`src/pkg/urtc_pkg.sv`:
```
// Constants, register map and field layout of the up/down reload timer
package urtc_pkg;

  // Register byte addresses on the Wishbone bus
  localparam logic [7:0] ADR_CONTROL = 8'hc8;
  localparam logic [7:0] ADR_MODE = 8'hcc;
  localparam logic [7:0] ADR_COUNT_LOW = 8'hd0;
  localparam logic [7:0] ADR_COUNT_HIGH = 8'hd4;
  localparam logic [7:0] ADR_RELOAD_LOW = 8'hd8;
  localparam logic [7:0] ADR_RELOAD_HIGH = 8'hdc;
  localparam logic [7:0] ADR_BIT_ACCESS = 8'he0;

  // Control register bit positions
  localparam int CTL_OVERFLOW_FLAG = 7;
  localparam int CTL_EXTERNAL_FLAG = 6;
  localparam int CTL_RX_CLK_SEL = 5;
  localparam int CTL_TX_CLK_SEL = 4;
  localparam int CTL_EXTERNAL_EN = 3;
  localparam int CTL_RUN_EN = 2;
  localparam int CTL_SOURCE_SEL = 1;
  localparam int CTL_CAPTURE = 0;

  // Mode register bit positions
  localparam int MOD_CLOCK_OUT_EN = 1;
  localparam int MOD_UPDOWN_EN = 0;

  // Bit access register fields: index in [2:0], value in [3]
  localparam int BIT_VALUE_POS = 3;

  // Reset values and count limits
  localparam logic [7:0] CONTROL_RESET = 8'h00;
  localparam logic [1:0] MODE_RESET = 2'h0;
  localparam logic [15:0] COUNT_RESET = 16'h0000;
  localparam logic [15:0] COUNT_MAX = 16'hffff;

  // Control register as a packed group of its fields
  typedef struct packed {
    logic overflow_flag;
    logic external_flag;
    logic serial_rx_clock_select;
    logic serial_tx_clock_select;
    logic external_enable;
    logic run_enable;
    logic count_source_select;
    logic capture_not_reload;
  } urtc_ctrl_t;

  // Mode register fields
  typedef struct packed {
    logic clock_out_enable;
    logic updown_enable;
  } urtc_mode_t;

endpackage : urtc_pkg

```
`src/hdl/urtc_timer.sv`:
```
// Up/down auto-reload timer with capture, baud tick and clock output
// What this block does
// - see: Count is two cascaded bytes; low byte carries into high byte while running.
// - see: Source select clear counts clock; set counts falling edges on clock pin.
// - see: Capture, auto-reload and baud modes chosen by serial selects and capture bit.
// - see: Auto-reload counts up unless updown enabled; then direction pin sets direction.
// - see: Counting up, passing FFFFh sets overflow flag, interrupts, loads reload value.
// - see: Counting down, count equal to reload sets overflow flag and loads FFFFh.
// - see: Updown mode toggles external flag per wrap; it never interrupts there.
// - see: Clock-out counts at half clock rate, toggling clock pin per overflow.
// - see: Clock-out overflows reload the count and raise no interrupt.
// - see: Clock-out frequency is clock over four times (65536 minus reload).
// - see: Baud generation and clock-out may run together from one reload value.
// - see: Overflow flag set only with both serial selects zero; software clears it.
// - see: External enable sets external flag on trigger capture or reload.
// - see: Serial selects route this overflow to serial rx/tx, else timer 1.
// - see: Trigger edge acts only when external enable set and not clocking serial.
// - see: Run enable starts and stops counting; count holds while stopped unless a trigger edge reloads it.
// - see: Serial selects force auto-reload; else capture bit picks capture or reload.
// - see: Control register resets to zero and allows single-bit set and clear.
// - see: Mode register holds clock-out in bit 1, updown in bit 0, reset zero.
//
// Local design decision: the Wishbone interface to the registers.
`timescale 1ns/1ps
`default_nettype none

module urtc_timer (
  // Clock and reset
  input wire logic clk_i,
  input wire logic rst_i,
  // Wishbone slave
  input wire logic wb_cyc_i,
  input wire logic wb_stb_i,
  input wire logic wb_we_i,
  input wire logic [7:0] wb_adr_i,
  input wire logic [3:0] wb_sel_i,
  input wire logic [31:0] wb_dat_i,
  output logic [31:0] wb_dat_o,
  output logic wb_ack_o,
  // External pins
  input wire logic clock_pin_i,
  output logic clock_pin_o,
  output logic clock_pin_oe_n_o,
  input wire logic direction_pin_i,
  // Serial port clocking
  input wire logic timer1_overflow_i,
  output logic serial_rx_tick_o,
  output logic serial_tx_tick_o,
  // Interrupt request level
  output logic irq_o
);

  // Registers
  urtc_pkg::urtc_ctrl_t ctrl;
  urtc_pkg::urtc_mode_t mode;
  logic [7:0] count_low_byte;
  logic [7:0] count_high_byte;
  logic [7:0] reload_low;
  logic [7:0] reload_high;
  logic clock_pin_prev;
  logic direction_pin_prev;
  logic half_phase;
  logic clk_out_level;

  // Derived signals
  logic [15:0] count;
  logic [15:0] reload;
  logic serial_mode;
  logic capture_mode;
  logic updown_mode;
  logic clock_out_mode;
  logic half_rate;
  logic count_tick;
  logic clock_pin_fall;
  logic trigger;
  logic count_up;
  logic wrap_event;
  logic load_reload;
  logic load_max;
  logic roll_zero;
  logic [15:0] next_count;
  logic bus_write;
  logic bus_req;

  // Address match for a write on the low byte lane
  function automatic logic wr_hit(input logic [7:0] adr, input logic [7:0] target);
    return adr == target;
  endfunction : wr_hit

  // Apply a single-bit set or clear to the control byte
  function automatic logic [7:0] bit_apply(input logic [7:0] cur, input logic [3:0] op);
    logic [7:0] res;
    res = cur;
    res[op[2:0]] = op[urtc_pkg::BIT_VALUE_POS];
    return res;
  endfunction : bit_apply

  assign count = {count_high_byte, count_low_byte};
  assign reload = {reload_high, reload_low};

  // Mode decode
  assign serial_mode = ctrl.serial_rx_clock_select | ctrl.serial_tx_clock_select;
  assign capture_mode = ctrl.capture_not_reload & ~serial_mode;
  assign updown_mode = mode.updown_enable & ~capture_mode & ~serial_mode;
  assign clock_out_mode = mode.clock_out_enable & ~ctrl.count_source_select;
  assign half_rate = serial_mode | clock_out_mode;

  // Input event detection on the synchronous pins
  assign clock_pin_fall = clock_pin_prev & ~clock_pin_i;
  assign trigger = ctrl.external_enable & ~serial_mode & ~updown_mode
                   & direction_pin_prev & ~direction_pin_i;

  // Count enable from the selected source
  always_comb begin
    if (!ctrl.run_enable) begin
      count_tick = 1'b0;
    end else if (ctrl.count_source_select) begin
      count_tick = clock_pin_fall;
    end else if (half_rate) begin
      count_tick = half_phase;
    end else begin
      count_tick = 1'b1;
    end
  end

  // Direction and wrap decisions
  assign count_up = ~updown_mode | direction_pin_i;
  assign load_max = count_tick & ~count_up & (count == reload);
  assign roll_zero = count_tick & count_up & (count == urtc_pkg::COUNT_MAX) & capture_mode;
  assign load_reload = (count_tick & count_up & (count == urtc_pkg::COUNT_MAX) & ~capture_mode)
                       | (trigger & ~capture_mode);
  assign wrap_event = count_tick & (count_up ? (count == urtc_pkg::COUNT_MAX)
                                             : (count == reload));

  // Next count value
  always_comb begin
    if (load_reload) begin
      next_count = reload;
    end else if (load_max) begin
      next_count = urtc_pkg::COUNT_MAX;
    end else if (roll_zero) begin
      next_count = urtc_pkg::COUNT_RESET;
    end else if (count_tick && count_up) begin
      next_count = count + 16'h0001;
    end else if (count_tick) begin
      next_count = count - 16'h0001;
    end else begin
      next_count = count;
    end
  end

  // Bus request qualifiers
  assign bus_req = wb_cyc_i & wb_stb_i;
  assign bus_write = bus_req & wb_ack_o & wb_we_i & wb_sel_i[0];

  // Wishbone acknowledge, one cycle after the request
  always_ff @(posedge clk_i) begin
    if (rst_i) begin
      wb_ack_o <= 1'b0;
    end else begin
      wb_ack_o <= bus_req & ~wb_ack_o;
    end
  end

  // Read data, latched together with the acknowledge
  always_ff @(posedge clk_i) begin
    if (rst_i) begin
      wb_dat_o <= 32'h0000_0000;
    end else if (bus_req && !wb_ack_o) begin
      case (wb_adr_i)
        urtc_pkg::ADR_CONTROL: wb_dat_o <= {24'h000000, ctrl};
        urtc_pkg::ADR_MODE: wb_dat_o <= {30'h0, mode};
        urtc_pkg::ADR_COUNT_LOW: wb_dat_o <= {24'h000000, count_low_byte};
        urtc_pkg::ADR_COUNT_HIGH: wb_dat_o <= {24'h000000, count_high_byte};
        urtc_pkg::ADR_RELOAD_LOW: wb_dat_o <= {24'h000000, reload_low};
        urtc_pkg::ADR_RELOAD_HIGH: wb_dat_o <= {24'h000000, reload_high};
        default: wb_dat_o <= 32'h0000_0000;
      endcase
    end
  end

  // Control register: bus writes, then hardware flag events win
  always_ff @(posedge clk_i) begin
    if (rst_i) begin
      ctrl <= urtc_pkg::CONTROL_RESET;
    end else begin
      urtc_pkg::urtc_ctrl_t nc;
      nc = ctrl;
      if (bus_write && wr_hit(wb_adr_i, urtc_pkg::ADR_CONTROL)) begin
        nc = wb_dat_i[7:0];
      end else if (bus_write && wr_hit(wb_adr_i, urtc_pkg::ADR_BIT_ACCESS)) begin
        nc = bit_apply(ctrl, wb_dat_i[3:0]);
      end
      if (wrap_event && !serial_mode && !clock_out_mode) begin
        nc.overflow_flag = 1'b1;
      end
      if (wrap_event && updown_mode) begin
        nc.external_flag = ~ctrl.external_flag;
      end else if (trigger) begin
        nc.external_flag = 1'b1;
      end
      ctrl <= nc;
    end
  end

  // Mode register, low two bits only
  always_ff @(posedge clk_i) begin
    if (rst_i) begin
      mode <= urtc_pkg::MODE_RESET;
    end else if (bus_write && wr_hit(wb_adr_i, urtc_pkg::ADR_MODE)) begin
      mode <= wb_dat_i[1:0];
    end
  end

  // Count bytes: software write overrides hardware counting
  always_ff @(posedge clk_i) begin
    if (rst_i) begin
      count_low_byte <= urtc_pkg::COUNT_RESET[7:0];
    end else if (bus_write && wr_hit(wb_adr_i, urtc_pkg::ADR_COUNT_LOW)) begin
      count_low_byte <= wb_dat_i[7:0];
    end else begin
      count_low_byte <= next_count[7:0];
    end
  end

  always_ff @(posedge clk_i) begin
    if (rst_i) begin
      count_high_byte <= urtc_pkg::COUNT_RESET[15:8];
    end else if (bus_write && wr_hit(wb_adr_i, urtc_pkg::ADR_COUNT_HIGH)) begin
      count_high_byte <= wb_dat_i[7:0];
    end else begin
      count_high_byte <= next_count[15:8];
    end
  end

  // Reload bytes: software write or capture of the running count
  always_ff @(posedge clk_i) begin
    if (rst_i) begin
      reload_low <= urtc_pkg::COUNT_RESET[7:0];
    end else if (trigger && capture_mode) begin
      reload_low <= count_low_byte;
    end else if (bus_write && wr_hit(wb_adr_i, urtc_pkg::ADR_RELOAD_LOW)) begin
      reload_low <= wb_dat_i[7:0];
    end
  end

  always_ff @(posedge clk_i) begin
    if (rst_i) begin
      reload_high <= urtc_pkg::COUNT_RESET[15:8];
    end else if (trigger && capture_mode) begin
      reload_high <= count_high_byte;
    end else if (bus_write && wr_hit(wb_adr_i, urtc_pkg::ADR_RELOAD_HIGH)) begin
      reload_high <= wb_dat_i[7:0];
    end
  end

  // Pin history for edge detection
  always_ff @(posedge clk_i) begin
    if (rst_i) begin
      clock_pin_prev <= 1'b0;
      direction_pin_prev <= 1'b0;
    end else begin
      clock_pin_prev <= clock_pin_i;
      direction_pin_prev <= direction_pin_i;
    end
  end

  // Divide-by-two phase for baud and clock-out counting
  always_ff @(posedge clk_i) begin
    if (rst_i) begin
      half_phase <= 1'b0;
    end else if (ctrl.run_enable && half_rate) begin
      half_phase <= ~half_phase;
    end else begin
      half_phase <= 1'b0;
    end
  end

  // Clock output level toggles on each overflow in clock-out mode
  always_ff @(posedge clk_i) begin
    if (rst_i) begin
      clk_out_level <= 1'b0;
    end else if (!mode.clock_out_enable) begin
      clk_out_level <= 1'b0;
    end else if (wrap_event && clock_out_mode) begin
      clk_out_level <= ~clk_out_level;
    end
  end

  // Pin and serial outputs
  assign clock_pin_o = clk_out_level;
  assign clock_pin_oe_n_o = ~mode.clock_out_enable;
  assign serial_rx_tick_o = ctrl.serial_rx_clock_select ? wrap_event
                                                        : timer1_overflow_i;
  assign serial_tx_tick_o = ctrl.serial_tx_clock_select ? wrap_event
                                                        : timer1_overflow_i;
  assign irq_o = ctrl.overflow_flag | (ctrl.external_flag & ~mode.updown_enable);

  // Acknowledge is a single-cycle pulse
  a_ack_single_pulse: assert property (@(posedge clk_i) disable iff (rst_i)
    wb_ack_o |=> !wb_ack_o)
    else $error("ack held longer than one cycle");

  // Stopped timer keeps its count
  a_hold_when_stopped: assert property (@(posedge clk_i) disable iff (rst_i)
    (!ctrl.run_enable && !bus_write) |=> (count == $past(count)))
    else $error("count moved while stopped");

  // Overflow flag set after an up or down wrap outside serial and clock-out modes
  a_overflow_sets_flag: assert property (@(posedge clk_i) disable iff (rst_i)
    (wrap_event && !serial_mode && !clock_out_mode) |=> ctrl.overflow_flag)
    else $error("overflow flag not set on wrap");

  // Up wrap in reload mode loads the reload value
  a_up_wrap_reload: assert property (@(posedge clk_i) disable iff (rst_i)
    (count_tick && count_up && count == 16'hffff && !capture_mode && !bus_write)
    |=> (count == $past(reload)))
    else $error("reload not loaded on overflow");

  // Down wrap loads all ones
  a_down_wrap_max: assert property (@(posedge clk_i) disable iff (rst_i)
    (count_tick && !count_up && count == reload && !bus_write) |=> (count == 16'hffff))
    else $error("underflow did not load FFFFh");

  // Updown wrap toggles the external flag
  a_updown_toggle_ext: assert property (@(posedge clk_i) disable iff (rst_i)
    (wrap_event && updown_mode && !bus_write) |=> (ctrl.external_flag != $past(ctrl.external_flag)))
    else $error("external flag did not toggle");

  // Clock output toggles on overflow in clock-out mode
  a_clock_out_toggle: assert property (@(posedge clk_i) disable iff (rst_i)
    (wrap_event && clock_out_mode && mode.clock_out_enable) |=> (clock_pin_o != $past(clock_pin_o)))
    else $error("clock pin did not toggle");

  // Half rate: never two counts in consecutive cycles
  a_half_rate_count: assert property (@(posedge clk_i) disable iff (rst_i)
    (count_tick && half_rate && !ctrl.count_source_select) |=> !count_tick)
    else $error("half rate counted twice in a row");

  // Capture copies the count into the reload bytes
  a_capture_copy: assert property (@(posedge clk_i) disable iff (rst_i)
    (trigger && capture_mode) |=> (reload == $past(count)))
    else $error("capture did not copy count");

  // Disabled external input never raises the external flag
  a_ext_disabled_quiet: assert property (@(posedge clk_i) disable iff (rst_i)
    (!ctrl.external_flag && !ctrl.external_enable && !updown_mode && !bus_write)
    |=> !ctrl.external_flag)
    else $error("external flag set while disabled");

endmodule : urtc_timer
`default_nettype wire

```
`config.mk`:
```
export PLATFORM = sky130hd
export DESIGN_NAME = urtc_timer
export DESIGN_NICKNAME = d
export VERILOG_FILES = /design/src/pkg/urtc_pkg.sv /design/src/hdl/urtc_timer.sv
export SDC_FILE = /design/constraint.sdc
export NUM_CORES = 1
export LEC_CHECK = 0
export BUFFER_PORTS_ARGS = -buffer_cell sky130_fd_sc_hd__buf_4
export CAP_MARGIN = 10
export CORE_MARGIN = 3
export CORE_UTILIZATION = 56
export DETAILED_ROUTE_END_ITERATION = 10
export PLACE_DENSITY_LB_ADDON = 0.05
export SYNTH_ARGS = -nofsm -noshare
export SYNTH_HDL_FRONTEND = slang
export SYNTH_SLANG_ARGS = --single-unit
```
`constraint.sdc`:
```
create_clock -name clk_i -period 5.46 [get_ports clk_i]
set_clock_uncertainty 0.1 [all_clocks]
set_input_delay 1.092 -clock clk_i [delete_from_list [all_inputs] [get_ports clk_i]]
set_output_delay 1.092 -clock clk_i [all_outputs]
set_load 0.02 [all_outputs]
```
### Word level (Yosys, flattened, before mapping)

Cells that the tools add are included.
W data, S select, Z words.

* add/sub/neg operators: 2
* order comparisons: 2
* equal/unequal tests: 9
* muxes and demuxes: 26
* bitwise logic cells: 42
* reductions and logical operators: 28

Operators by type and width (count)
* $mux W16: 5
* $mux W8: 8
* $eq A8 B8 Y1 const B: 7
* $pmux W8 S6: 1
* $and A1 B1 Y1: 23
* $add A16 B1 Y16 const B: 1
* $eq A16 B16 Y1: 1
* $eq A16 B16 Y1 const B: 1
* $logic_and A1 B1 Y1: 16
* $sub A16 B1 Y16 const B: 1
* $not A1 Y1: 14
* $reduce_bool A6 Y1: 2
* $mux W1: 10
* $bwmux W8: 1
* $reduce_bool A2 Y1: 3
* $or A1 B1 Y1: 5
* $lt A3 B4 Y1 const B: 1
* $reduce_bool A4 Y1: 1
* $reduce_or A2 Y1: 2
* $demux W1 S3: 1
* $ge A3 B1 Y1 const B: 1
* $logic_not A1 Y1: 3
* $reduce_bool A3 Y1: 1

* register bits: 79
* input bits: 52
* output and inout port bits: 38
* logic and storage cells: 129

### Logic depth before layout (Yosys ltp)

* depth in word-level cells: 15
* depth in mapped cells: 13
* mapped depth without buffers: 13

### Worst setup path before layout

Ideal clock, no wire load.

* kind: input to register
* start: input clock_pin_i
* end: register count_high_byte[7]
* library setup time: 0.063 ns
* arrival time: 4.038 ns
* required time: 5.297 ns
* setup slack: 1.259 ns
* stages: 11
* path buffers: 0
* path through: nor3b_1 -> o21a_1 -> nand2_1 -> ha_1 -> o21ai_0 -> nor4b_1 -> o21ai_0 -> a21oi_1 -> nor3_1 -> or4b_1 -> nand3b_1

* longest elaborated chain between the ends: 11
* elaborated cells between the ends (all ways): 18
* those cells by class: mux (7); bitwise (9); reduce/logical (2)

RTL lines
* start: declaration: line urtc_timer.sv:41 `input wire logic clock_pin_i,`
* $not A1 Y1 (*): line urtc_timer.sv:109 `assign clock_pin_fall = clock_pin_prev & ~clock_pin_i;`
* $and A1 B1 Y1 (*): line urtc_timer.sv:109
* $mux W1 (*): line urtc_timer.sv:117 `end else if (ctrl.count_source_select) begin`
* $mux W1 (*): line urtc_timer.sv:115 `if (!ctrl.run_enable) begin`
* $and A1 B1 Y1 (2 in a row): line urtc_timer.sv:129, urtc_timer.sv:130
* $and A1 B1 Y1: line urtc_timer.sv:129 `assign roll_zero = count_tick & count_up & (count == urtc_pkg::COUNT_MAX) & capture_mode;`
* $mux W16: line urtc_timer.sv:141 `end else if (roll_zero) begin`
* $mux W16: line urtc_timer.sv:139 `end else if (load_max) begin`
* $mux W16: line urtc_timer.sv:137 `if (load_reload) begin`
* $mux W8: line urtc_timer.sv:229 `end else if (bus_write && wr_hit(wb_adr_i, urtc_pkg::ADR_COUNT_HIGH)) begin`
* end signal: assignment: line urtc_timer.sv:228 `count_high_byte <= urtc_pkg::COUNT_RESET[15:8];`
* end signal: assignment: line urtc_timer.sv:230 `count_high_byte <= wb_dat_i[7:0];`
* end signal: assignment: line urtc_timer.sv:232 `count_high_byte <= next_count[15:8];`
* end: declaration: line urtc_timer.sv:57 `logic [7:0] count_high_byte;`

Every way passes the cells marked *; elsewhere a longest branch is shown, timed or not.
A chain may end at the register's enable or synchronous reset.

### Final worst setup path

Ends and elaborated chain as after synthesis.

==> flow_metrics.tcl <==
set metrics [dict create \
    status "complete, no violations" \
    die_w_um 93.63 \
    fin_nets 624 \
    detail-route-antenna-nets 0 \
    drt-initial-drc-count 331 \
    cts.clk_slew.worst_paths_ns 0.10 \
    grt.total_usage 0.2889 \
    drive_gt1_frac 0.1336 \
    cp.required_ns 5.62 \
    maxCapViolCount 0 \
    synth_top_area_frac 0.2560 \
    powerDensity_mw_per_mm2 153.6 \
    diodes 0 \
    cts_htree_levels 2 \
    dpl.hpwl_mm 9.216 \
    ys_ff_latch 55 \
    max_freq_mhz 225.7 \
    yosysSeqAreaShare 0.2560 \
    post_synth_num_cell_types 70 \
    cts_tree "built" \
    via_per_inst 6.429 \
    p_leak_nw 1.734 \
    hold_buffers 0 \
    met1_usage 0.3936 \
    p_total_w 0.0007057 \
    arrival_ns 4.59 \
    synth_common_cells "57 x nor2_1, 55 x dfxtp_1, 51 x a21oi_1" \
    post_dp_cell_area_mm2 0.004502 \
    post_cts_buffers 0 \
    rows 31 \
    r2r_slack_ns 1.39 \
    critPathMaxFanout 10 \
    power.switching_w 0.0001929 \
    cts_num_sinks 55 \
    fin_crit_ns 4.430 \
    grt_first_pass_wirelength_mm 19.97 \
    dr.pass1.iters 5 \
    slew_violations 0 \
    clk_latency_ns 0.32 \
    p_int_w 0.0005128 \
    hold_viol 0 \
    ios 90 \
    p_sw_frac 0.2734 \
    drc_errors 0 \
    synth_top_cell_by_area "dfxtp_1" \
    ir_drop_v 0.0001045 \
    yosys.cell_count.top_type "nor2_1" \
    synth-edff-count 0 \
    use_met2 0.4705 \
    cts_buffers 5 \
    async_flop_share 0 \
    vias 4198 \
    die_y_um 93.63 \
    critPathKind "input port to flop" \
    wl_per_cell_um 19.33 \
    hp-class "flop to flop" \
    power_frac_comb 0.093 \
    grt_overflow 0 \
    grtUsageMet3 0.06597 \
    maxSlewHeadroom 0.2073 \
    seqPwrFrac 0.570 \
    clockRootBuffer "clkbuf_8" \
    setup_violations 0 \
    synthTopCellsByArea "dfxtp_1 26%, a21oi_1 5.9%, ha_1 5.2%" \
    syn_avg_cell_area_um2 8.038 \
    fin_area_mm2 0.004596 \
    syn_to_final_growth_pct 6.867 \
    worst_pin_slew_ns 1.186 \
    cp-end-kind "flop" \
    syn-cell-area_mm2 0.004300 \
    period_share 0.8113 \
    pwr-share-clk 0.337 \
    design.die.area_mm2 0.008767 \
    crit_path_start_kind "input port" \
    coreArea_mm2 0.007370 \
    clock_path_buffers 2 \
    first_global_vias 3840 \
    rsz0062_at_grt "no" \
    synth_cells 535 \
    grt_antenna_before_repair 0 \
    gp_congestion 0.9465 \
    ys.flop_type "dfxtp_1" \
    io_buffers 38 \
    final.setup.tns_ns 0 \
    top_usage_layer "met2" \
    yosys_warnings 0 \
    grt_max_degree 58 \
    ctsResizeCount 0 \
    routed_wl_mm 12.63 \
    initial_utilization 0.5835 \
]
[worst max-delay path: stages]
cell	delay (ns)
buf_4	0.11
nor3b_1	0.27
o21a_1	0.30
nand2_1	0.38
ha_1	0.50
o21ai_0	0.11
nor4b_1	0.54
o21ai_0	0.27
a21oi_1	0.29
nor3_1	0.11
or4b_1	0.52
nand3b_1	0.10
[layout by cell type (no fill, tap or decap), types with 5 or more instances in the layout]
master | Yosys | final
a22oi_1 | 7 | 7
conb_1 | 1 | 24
a21o_1 | 8 | 8
a22o_1 | 6 | 6
inv_1 | 12 | 12
nand3_1 | 17 | 17
a21oi_1 | 51 | 51
nor2_1 | 57 | 57
buf_4 | 27 | 40
ha_1 | 18 | 18
mux2i_1 | 22 | 22
a221oi_1 | 6 | 6
or3_1 | 5 | 5
mux2_2 | 6 | 6
o21ai_0 | 11 | 11
nor2b_1 | 8 | 8
a211oi_1 | 27 | 27
nand2_1 | 35 | 35
nor3_1 | 13 | 13
xnor2_1 | 19 | 19
o221ai_1 | 12 | 12
dfxtp_1 | 55 | 55
clkbuf_8 | 0 | 5
o211ai_1 | 8 | 8
nand4_1 | 11 | 11
[area by class of cell]
class,count,area (um^2)
fill,675,2774
clock inverter,3,25.02
tap,99,123.9
multi-input combinational,439,2932
sequential,55,1101
inverter,12,45.04
clock buffer,5,68.82
timing repair buffer,40,300.3
[state kept, by name, summed over array words and instances, names as in the netlist]
name                flops
count_low_byte          8
half_phase              1
wb_dat_o                8
direction_pin_prev      1
wb_ack_o                1
clock_pin_o             1
clock_pin_prev          1
mode                    2
ctrl                    8
count_high_byte         8
reload_low              8
reload_high             8
[worst paths after layout]
kind / startpoint / end / cells after the start
hold reg to reg: half_phase / half_phase / 1
setup / recovery: clock_pin_i / count_high_byte[7] / 12
hold / removal: half_phase / half_phase / 1
setup reg to reg: ctrl[0] / count_high_byte[7] / 11
[cells by family (layout without fill, tap and decap cells)]
| logic type | count (synthesis) | in the layout | share of synthesized area |
|---|---|---|---|
| fa+ha+maj | 19 | 19 | 0.05703 |
| mux | 31 | 31 | 0.08263 |
| compound gates | 158 | 158 | 0.2525 |
| flops | 55 | 55 | 0.2560 |
| other cells | 1 | 24 | 0.0008720 |
| buf+inv | 64 | 60 | 0.08233 |
| simple gates | 186 | 186 | 0.2258 |
| xor+xnor | 21 | 21 | 0.04277 |
[stage by stage]
stage,hold WS [ns],worst slack [ns],cells,utilization
after floorplan,0.3005,1.259,558,-
after global placement,0.3233,0.8765,645,0.6109
after detailed placement,0.3243,0.8156,645,0.6109
after CTS,0.3389,1.124,653,0.6236
after global routing,0.3565,0.7118,653,0.6236
final,0.3454,1.030,653,0.6236
[power groups by stage]
stage                     clock network (W)   logic, W  registers, W
after floorplan                           0  0.0000514      0.000412
after global placement                    0  0.0000636      0.000412
after detailed placement                  0  0.0000640      0.000412
after CTS                          0.000240  0.0000641      0.000402
after global routing               0.000253  0.0000698      0.000403
final                              0.000238  0.0000653      0.000402
[metal layers]
| metal | vias up | wire length [um] | part of all wire |
|---|---|---|---|
| met5 | - | 0 | 0 |
| met4 | 0 | 202 | 0.016 |
| met3 | 25 | 1171 | 0.093 |
| met2 | 211 | 5806 | 0.46 |
| met1 | 1973 | 5444 | 0.43 |
| li1 | 1989 | - | - |
Power figures use the tool's default switching activity.
